[config.mk]
export PLATFORM = sky130hd
export DESIGN_NAME = dcrd_top
export DESIGN_NICKNAME = d
export VERILOG_FILES = /design/src/logic/dcrd_pkg.sv /design/src/logic/dcrd_rank_find.sv /design/src/logic/dcrd_top.sv
export VERILOG_INCLUDE_DIRS = /design/src /design/src/logic
export SDC_FILE = /design/constraint.sdc
export NUM_CORES = 1
export LEC_CHECK = 0
export BUFFER_PORTS_ARGS = -buffer_cell sky130_fd_sc_hd__buf_2
export CAP_MARGIN = 40
export CORE_ASPECT_RATIO = 0.6
export CORE_MARGIN = 5
export CORE_UTILIZATION = 45
export CTS_CLUSTER_SIZE = 8
export DETAILED_ROUTE_END_ITERATION = 8
export PLACE_DENSITY = 0.64
export SYNTH_ARGS = -nofsm -noshare
export SYNTH_HDL_FRONTEND = slang
export SYNTH_HIERARCHICAL = 1
export SYNTH_SLANG_ARGS = --single-unit
[constraint.sdc]
create_clock -name clk_i -period 5.8 [get_ports clk_i]
set_input_delay 0.87 -clock clk_i [delete_from_list [all_inputs] [get_ports clk_i]]
set_output_delay 0.87 -clock clk_i [all_outputs]
set_load 0.1 [all_outputs]
[src/logic/dcrd_consts.svh]
// register offsets, field positions, reset values for the rank decoder
`ifndef DCRD_CONSTS_SVH
`define DCRD_CONSTS_SVH
`define DCRD_ADR_CTRL    8'h00
`define DCRD_ADR_CLKSEL  8'h04
`define DCRD_ADR_TIM     8'h08
`define DCRD_ADR_REF     8'h10
`define DCRD_ADR_BND     8'h20
`define DCRD_ADR_PAGE    8'h40
`define DCRD_ADR_STAT    8'h48
`define DCRD_CH_STRIDE   8'h10
`define DCRD_CTRL_ILV    0
`define DCRD_CTRL_SMALL  1
`define DCRD_LINE_BIT    6
`define DCRD_UNIT_LSB    25
`define DCRD_RST_CTRL    32'h0000_0000
`define DCRD_RST_CLKSEL  3'h0
`define DCRD_RST_TIM     32'h0000_0000
`define DCRD_RST_REF     32'h0000_0000
`define DCRD_RST_BND     8'h00
`define DCRD_RST_PAGE    16'h0000
`endif

[src/logic/dcrd_pkg.sv]
// types shared by the rank decoder modules
package dcrd_pkg;
    // page size code held per rank (3 bits)
    typedef enum logic [2:0] {
        DCRD_PG_4K_B4 = 3'h0,
        DCRD_PG_8K_B4 = 3'h1,
        DCRD_PG_8K_B8 = 3'h2
    } dcrd_page_t;

    // host request into the decoder
    typedef struct packed {
        logic        valid;
        logic [31:0] addr;
    } dcrd_req_t;

    // decoded memory target
    typedef struct packed {
        logic        valid;
        logic        miss;
        logic        chan;
        logic [1:0]  rank;
        logic [3:0]  cs;
        logic        pair;
        logic [15:0] row;
        logic [2:0]  bank;
        logic [9:0]  col;
    } dcrd_dec_t;
endpackage : dcrd_pkg

[src/logic/dcrd_rank_find.sv]
// finds the rank whose boundary covers an address, per channel
`timescale 1ns/1ps
module dcrd_rank_find
    import dcrd_pkg::*;
(
    input  wire logic [7:0]  unit_i,  // address in 32 MB units
    input  wire logic [7:0]  floor_i, // bottom of this channel
    input  wire logic [31:0] bnd_i,   // four cumulative tops, rank 0 low
    output logic             hit_o,   // some rank covers the address
    output logic [1:0]       rank_o,  // covering rank
    output logic [7:0]       base_o   // bottom of that rank
);
    logic [31:0] prv; // bottom of each rank

    // empty ranks repeat the previous top and are skipped by the compare
    always_comb
    begin
        prv    = {bnd_i[23:0], floor_i};
        hit_o  = 1'b0;
        rank_o = 2'h0;
        base_o = floor_i;
        for (int r = 3; r >= 0; r--)
        begin
            // lowest covering rank wins since it is visited last
            if (unit_i < bnd_i[8*r +: 8])
            begin
                hit_o  = 1'b1;
                rank_o = 2'(r);
                base_o = prv[8*r +: 8];
            end
        end
    end
endmodule : dcrd_rank_find

[src/logic/dcrd_top.sv]
// two-channel rank decoder with its configuration registers
`timescale 1ns/1ps
`include "dcrd_consts.svh"
// Behaviour
// - interleaved: channel flips every 64-byte line
// - interleaved: next line sits on other channel
// - asymmetric: low addresses fill channel A
// - asymmetric: then channel B bottom to top
// - asymmetric: any rank population, one channel ok
// - one top boundary per rank, four per channel
// - interleaved boundaries describe rank pairs
// - 3-bit page setting, two per byte
// - interleaved page setting covers rank pair
// - one memory clock select for all DIMMs
// - timing setting per channel, A=0 B=1
// - per-channel refresh control setting
// - 256Mb, 512Mb, 1Gb, x8 and x16 addressing
// - ranks counted by chip select
// - memory limited to 4 GB or 2 GB
// - channel bit replaces host address bit 6
module dcrd_top
    import dcrd_pkg::*;
(
    input  wire logic             clk_i,      // 10 MHz clock
    input  wire logic             rst_i,      // sync reset, high
    input  wire logic             wb_cyc_i,   // bus cycle
    input  wire logic             wb_stb_i,   // bus strobe
    input  wire logic             wb_we_i,    // write
    input  wire logic [7:0]       wb_adr_i,   // byte address
    input  wire logic [3:0]       wb_sel_i,   // byte enables
    input  wire logic [31:0]      wb_dat_i,   // write data
    output logic [31:0]           wb_dat_o,   // read data
    output logic                  wb_ack_o,   // acknowledge
    input  wire dcrd_req_t        req_i,      // host request
    output dcrd_dec_t             dec_o,      // decoded target
    output logic [2:0]            mem_clk_sel_o, // clock select to DIMMs
    output logic [1:0][31:0]      chan_timing_o, // timing per channel
    output logic [1:0][31:0]      chan_refresh_o // refresh per channel
);
    // ******************************************************
    // bus slave
    // ******************************************************
    logic        ack_q;    // answer flag
    logic [31:0] rdata_q;  // captured read word
    logic [31:0] rd_d;     // read mux
    logic        start;    // request seen, not yet answered
    logic        wr_go;    // write takes effect this edge
    logic [31:0] ctrl_q;   // mode control
    logic [2:0]  clksel_q; // memory clock select
    logic [7:0]  bnd_q [2][4]; // rank tops in 32 MB units
    logic [15:0] page_q [2];   // four 3-bit page codes per channel
    dcrd_dec_t   dec_q;    // registered result
    dcrd_dec_t   dec_d;    // next result

    assign start = wb_cyc_i & wb_stb_i & ~ack_q;
    assign wr_go = wb_cyc_i & wb_stb_i & wb_we_i & ack_q;
    assign wb_ack_o = ack_q;
    assign wb_dat_o = rdata_q;

    // byte-enable merge of a write into a register
    function automatic logic [31:0] dcrd_merge(input logic [31:0] old,
                                               input logic [31:0] nw,
                                               input logic [3:0]  sel);
        logic [31:0] res;
        res = old;
        for (int b = 0; b < 4; b++)
        begin
            if (sel[b])
            begin
                res[8*b +: 8] = nw[8*b +: 8];
            end
        end
        return res;
    endfunction : dcrd_merge

    // one-cycle answer; ack drops the cycle after it was given
    always_ff @(posedge clk_i)
    begin
        if (rst_i)
        begin
            ack_q <= 1'b0;
        end
        else
        begin
            ack_q <= start;
        end
    end

    // read word is captured as the request is taken
    always_ff @(posedge clk_i)
    begin
        if (rst_i)
        begin
            rdata_q <= 32'h0000_0000;
        end
        else if (start)
        begin
            rdata_q <= rd_d;
        end
    end

    // read mux; unmapped offsets read as zero
    always_comb
    begin
        rd_d = 32'h0000_0000;
        unique case (wb_adr_i)
            `DCRD_ADR_CTRL:        rd_d = ctrl_q;
            `DCRD_ADR_CLKSEL:      rd_d = {29'h0, clksel_q};
            `DCRD_ADR_TIM:         rd_d = chan_timing_o[0];
            `DCRD_ADR_TIM + 8'h4:  rd_d = chan_timing_o[1];
            `DCRD_ADR_REF:         rd_d = chan_refresh_o[0];
            `DCRD_ADR_REF + 8'h4:  rd_d = chan_refresh_o[1];
            `DCRD_ADR_PAGE:        rd_d = {16'h0, page_q[0]};
            `DCRD_ADR_PAGE + 8'h4: rd_d = {16'h0, page_q[1]};
            // status shows the last decode
            `DCRD_ADR_STAT:        rd_d = {26'h0, dec_q.valid, dec_q.miss,
                                           dec_q.pair, dec_q.chan, dec_q.rank};
            default:   rd_d = (wb_adr_i[7:5] == 3'h1 && wb_adr_i[1:0] == 2'h0) ?
                              {24'h0, bnd_q[wb_adr_i[4]][wb_adr_i[3:2]]} : 32'h0;
        endcase
    end

    // ******************************************************
    // configuration registers
    // ******************************************************
    // mode control: interleave and reduced-size variant
    always_ff @(posedge clk_i)
    begin
        if (rst_i)
        begin
            ctrl_q <= `DCRD_RST_CTRL;
        end
        else if (wr_go && wb_adr_i == `DCRD_ADR_CTRL)
        begin
            ctrl_q <= dcrd_merge(ctrl_q, wb_dat_i, wb_sel_i) & 32'h0000_0003;
        end
    end

    // one clock select drives every DIMM
    always_ff @(posedge clk_i)
    begin
        if (rst_i)
        begin
            clksel_q <= `DCRD_RST_CLKSEL;
        end
        else if (wr_go && wb_adr_i == `DCRD_ADR_CLKSEL && wb_sel_i[0])
        begin
            clksel_q <= wb_dat_i[2:0];
        end
    end
    assign mem_clk_sel_o = clksel_q;

    // per-channel timing, refresh, boundaries and page codes
    for (genvar c = 0; c < 2; c++)
    begin : g_ch
        // channel index 0 is A, 1 is B
        always_ff @(posedge clk_i)
        begin
            if (rst_i)
            begin
                chan_timing_o[c]  <= `DCRD_RST_TIM;
                chan_refresh_o[c] <= `DCRD_RST_REF;
            end
            else if (wr_go && wb_adr_i == 8'(`DCRD_ADR_TIM + 4*c))
            begin
                chan_timing_o[c] <= dcrd_merge(chan_timing_o[c], wb_dat_i,
                                               wb_sel_i);
            end
            else if (wr_go && wb_adr_i == 8'(`DCRD_ADR_REF + 4*c))
            begin
                chan_refresh_o[c] <= dcrd_merge(chan_refresh_o[c], wb_dat_i,
                                                wb_sel_i);
            end
        end
        // two page codes per byte, bits 2:0 and 6:4; bits 3 and 7 stay zero
        always_ff @(posedge clk_i)
        begin
            if (rst_i)
            begin
                page_q[c] <= `DCRD_RST_PAGE;
            end
            else if (wr_go && wb_adr_i == 8'(`DCRD_ADR_PAGE + 4*c))
            begin
                page_q[c] <= 16'(dcrd_merge({16'h0, page_q[c]}, wb_dat_i,
                                            wb_sel_i) & 32'h0000_7777);
            end
        end
        for (genvar r = 0; r < 4; r++)
        begin : g_rk
            // rank top boundary, one per rank
            always_ff @(posedge clk_i)
            begin
                if (rst_i)
                begin
                    bnd_q[c][r] <= `DCRD_RST_BND;
                end
                else if (wr_go && wb_sel_i[0] &&
                         wb_adr_i == 8'(`DCRD_ADR_BND + 16*c + 4*r))
                begin
                    bnd_q[c][r] <= wb_dat_i[7:0];
                end
            end
        end
    end
    // ******************************************************
    // address decode
    // ******************************************************
    logic       ilv;            // interleaved mode
    logic [7:0] unit;           // address in 32 MB units
    logic       hit_a, hit_b;   // rank found per channel
    logic [1:0] rk_a, rk_b;     // rank per channel
    logic [7:0] base_a, base_b; // rank bottom per channel
    logic [31:0] off_sys;       // offset inside rank, system space
    logic [31:0] off;           // offset inside rank, channel space
    logic [2:0]  pg;            // page code of chosen rank
    logic [7:0]  base;          // chosen rank bottom
    logic        hit;           // chosen rank covers address
    assign ilv  = ctrl_q[`DCRD_CTRL_ILV];
    assign unit = {1'b0, req_i.addr[31:`DCRD_UNIT_LSB]};
    // channel A starts at zero; B starts at A's top
    dcrd_rank_find u_find_a (
        .unit_i  (unit),
        .floor_i (8'h00),
        .bnd_i   ({bnd_q[0][3], bnd_q[0][2], bnd_q[0][1], bnd_q[0][0]}),
        .hit_o   (hit_a),
        .rank_o  (rk_a),
        .base_o  (base_a)
    );
    dcrd_rank_find u_find_b (
        .unit_i  (unit),
        .floor_i (bnd_q[0][3]),
        .bnd_i   ({bnd_q[1][3], bnd_q[1][2], bnd_q[1][1], bnd_q[1][0]}),
        .hit_o   (hit_b),
        .rank_o  (rk_b),
        .base_o  (base_b)
    );
    // choose channel and rank, then split the offset into row/bank/col
    always_comb
    begin
        dec_d       = '0;
        dec_d.valid = req_i.valid;
        if (ilv)
        begin
            // boundaries describe rank pairs; bit 6 picks the channel
            dec_d.chan = req_i.addr[`DCRD_LINE_BIT];
            dec_d.rank = rk_a;
            hit        = hit_a;
            base       = base_a;
        end
        else if (hit_a)
        begin
            dec_d.chan = 1'b0;
            dec_d.rank = rk_a;
            hit        = 1'b1;
            base       = base_a;
        end
        else
        begin
            // empty channels simply never hit
            dec_d.chan = 1'b1;
            dec_d.rank = rk_b;
            hit        = hit_b;
            base       = base_b;
        end
        // reduced variant cannot reach the upper 2 GB
        dec_d.miss = ~hit | (ctrl_q[`DCRD_CTRL_SMALL] & req_i.addr[31]);
        dec_d.pair = ilv & ~dec_d.miss;
        dec_d.cs   = dec_d.miss ? 4'h0 : 4'h1 << dec_d.rank;
        off_sys    = req_i.addr - 32'({base, 25'h0});
        // squeeze out the channel bit inside the rank pair
        off = ilv ? {1'b0, off_sys[31:7], off_sys[5:0]} : off_sys;
        pg  = ilv ? page_q[0][4*dec_d.rank +: 3]
                  : page_q[dec_d.chan][4*dec_d.rank +: 3];
        // unknown codes fall back to the 8 KB four-bank split
        unique case (pg)
            DCRD_PG_4K_B4:
            begin
                dec_d.col  = {1'b0, off[11:3]};
                dec_d.bank = {1'b0, off[13:12]};
                dec_d.row  = 16'(off[31:14]);
            end
            DCRD_PG_8K_B8:
            begin
                dec_d.col  = off[12:3];
                dec_d.bank = off[15:13];
                dec_d.row  = 16'(off[31:16]);
            end
            default:
            begin
                dec_d.col  = off[12:3];
                dec_d.bank = {1'b0, off[14:13]};
                dec_d.row  = 16'(off[31:15]);
            end
        endcase
    end
    // result is registered one cycle after the request
    always_ff @(posedge clk_i)
    begin
        if (rst_i)
        begin
            dec_q <= '0;
        end
        else
        begin
            dec_q <= dec_d;
        end
    end
    assign dec_o = dec_q;
endmodule : dcrd_top

==> metrics.md <==
| Metric | Value |
|---|---|
| Hold Buf Count CTS | 0 |
| Post-Synthesis Mean Instance Area | 9.158 µm² |
| Number of top-level pins | 285 |
| Maximum VDD drop | 0.2001 mV |
| Cells after Synth | 1659 |
| Crit-path most repeated cell | nand2_1 |
| Max Root-Sink Buffers | 3 |
| H-tree levels | 2 |
| Final total negative setup slack | 0 ns |
| Total Routed Length | 56260 µm |
| Skew-Pair Late Insertion Delay | 0.54 ns |
| Worst Hold Class | register to register |
| RR Endpoint | dec_o[28] |
| Final hold vios | 0 |
| R2R cell count | 19 |
| Die Area | 0.03766 mm² |
| Number of antenna violations at the first check in global routing | 3 |
| DR WL/cell | 23.47 µm |
| Cell-by-cell listing of the critical path | buf_2 > ha_1 > or4_1 > a21oi_1 > o31a_1 > nand2b_1 > or3_1 > or2_1 > nand2_1 > nand2_1 > ha_1 > inv_1 > fa_1 > nand3_1 > nand2_1 > xnor2_1 > o221ai_1 > a221o_1 > and3_1 |
| Dpl cells | 2334 |
| Delay-heaviest family, CP | simple AND/OR/NAND/NOR gates |
| Input/output buffers | 281 |
| Slowest cell on the critical path | or4_1 |
| TritonCTS clock tree | done |
| Routability cong. | 0.9536 |
| First-iteration detailed-routing DRC count | 1914 |
| Final Net Count | 2066 |
| Max frequency | 0.2099 GHz |
| Share of post-route cells with drive strength above 1 | 22.47% |
| Overall power consumption | 5.504 mW |
| Synth Cell Area | 0.01519 mm² |
| Post-CTS Setup Bufs | 0 |
| Internal reg-to-reg setup slack | 1.18 ns |
| Filler Cells Inserted | 3052 |
| Slew of the pin with the lowest slew margin | 0.9443 ns |
| Mean number of vias per cell | 5.981 |
| Horizontal die dimension | 247.2 µm |
| # resized after CTS | 0 |
| Minimum clock period after layout | 4.765 ns |
| Via total after detailed routing | 14337 |
| Final setup fails | 0 |
| Num rows | 52 |
| Outcome | completed |
| Data required time at the worst endpoint | 6.21 ns |
| Maximum number of pins on one net before global-route repair | 75 |
| Critical path fanouts, max | 10 |
| Combined area of the multi-input logic cells | 0.007794 mm² |
| Sum of overflow across all layers after global routing | 0 |
| Total global-route track usage | 28.57% |
| Hold path start | chan_timing_o[7] |
| Sequential cell area | 0.006748 mm² |
| First-pass GRT wire length | 84210 µm |
| Most common library cell in the layout ignoring fill and taps | buf_2 |
| Setup repair after global routing missed its margin | false |
| Type of element capturing the critical path | register |
| WS Path Type | input port to register |
| Sum of net half-perimeters after detailed placement | 41420 µm |
| Initial standard-cell utilization of the core | 45.34% |
| Crit path arrival time | 5.18 ns |
| Vias in the first global route | 13473 |
| Die extent in y | 152.3 µm |
| Max Cap Violations | 0 |
| Worst min-delay path endpoint | chan_timing_o[7] |
| Register clock-pin slew on the reported worst setup and hold paths | 0.05 ns |
| Final cell count without fillers | 2397 |
| Standby leakage power | 7.567 nW |
| Period utilization | 82.15% |
| Leading cell types in the layout, fill and taps excluded | 285 x buf_2, 260 x nand2_1, 204 x dfxtp_1, 181 x a21oi_1, 105 x nor2_1 |
| Cts bufs inserted | 42 |
| Fin. max-slew vios | 0 |
| Area added between synthesis and finish | 20.23% |
| CTS root buf | clkbuf_16 |
| Final ANT Viol Nets | 0 |
| Std-Cell Core Area | 0.03351 mm² |
| Clk sinks | 293 |
| Critical Path Source Type | input port |
| Detailed-route DRC error count | 0 |
| Total power divided by cell area | 301.3 mW/mm² |
| Relative slew slack | 37.05% |
| WHS Path Cells | 2 |
| Largest stage delay on the critical path | 0.52 ns |
| Number of warning messages in the yosys log | 6 |
| Buffering stage count on the worst path with inverters included | 2 |
| Reg2reg start | bnd_q[0][4] |
| First-pass iteration count of the detailed router | 8 |
| Worst hold-check slack | 0.4699 ns |
| Worst Skew | 0.01659 ns |
-- worst min-delay path, stage by stage, from the launching register on --
cell and delay [ns]:
dfxtp_1 0.31, nand2_1 0.05, a21oi_1 0.05
-- report_power, final --
part / leakage, nW / switching [mW] / internal (mW) / total, mW
Clock: 0.565 / 0.896 / 1.34 / 2.24
Combinational: 4.42 / 0.758 / 0.289 / 1.05
Sequential: 2.58 / 0.0427 / 2.18 / 2.22
-- state kept, by name, indices dropped and copies added (netlist names) --
signal          cells
mem_clk_sel_o       3
ctrl_q              2
dec_o              39
chan_timing_o      64
wb_dat_o           32
page_q             24
wb_ack_o            1
bnd_q              64
chan_refresh_o     64
-- metrics by stage --
step	utilization, %	worst slack (ns)	instance area [µm²]
after floorplan	-	1.077	15250
after global placement	50.68	0.5965	16980
after detailed placement	51.01	0.5083	17090
after CTS	54.50	1.066	18260
after global routing	54.52	0.7348	18270
final	54.52	1.035	18270
-- per-layer routing --
metal / part of all wire [%] / GRT usage [%] / routed length (µm)
met1: 43 / 42.96 / 24290
met2: 41 / 39.76 / 23070
met3: 14 / 9.327 / 7649
met4: 2.2 / 6.679 / 1237
met5: 0.025 / 0 / 14
-- cell type report --
| cell class | instances | share of cell area (%) |
|---|---|---|
| multi-input combinational | 1198 | 42.66 |
| sequential | 293 | 36.94 |
| timing repair buffer | 317 | 9.445 |
| clock buffer | 58 | 6.199 |
| tap | 459 | 3.144 |
| inverter | 67 | 1.377 |
| clock inverter | 3 | 0.2055 |
| antenna | 2 | 0.02740 |
-- worst max path at each step --
stage                          from   endpoint  slack (ns)  cells past startpoint
after detailed placement  req_i[31]  dec_o[28]        0.51                     19
final                     req_i[28]  dec_o[28]        1.04                     19
after global routing      req_i[31]  dec_o[28]        0.73                     19
after floorplan           req_i[30]  dec_o[28]        1.08                     21
after CTS                 req_i[31]  dec_o[28]        1.07                     19
after global placement    req_i[28]  dec_o[17]        0.60                     14
Power figures use the tool's default switching activity.
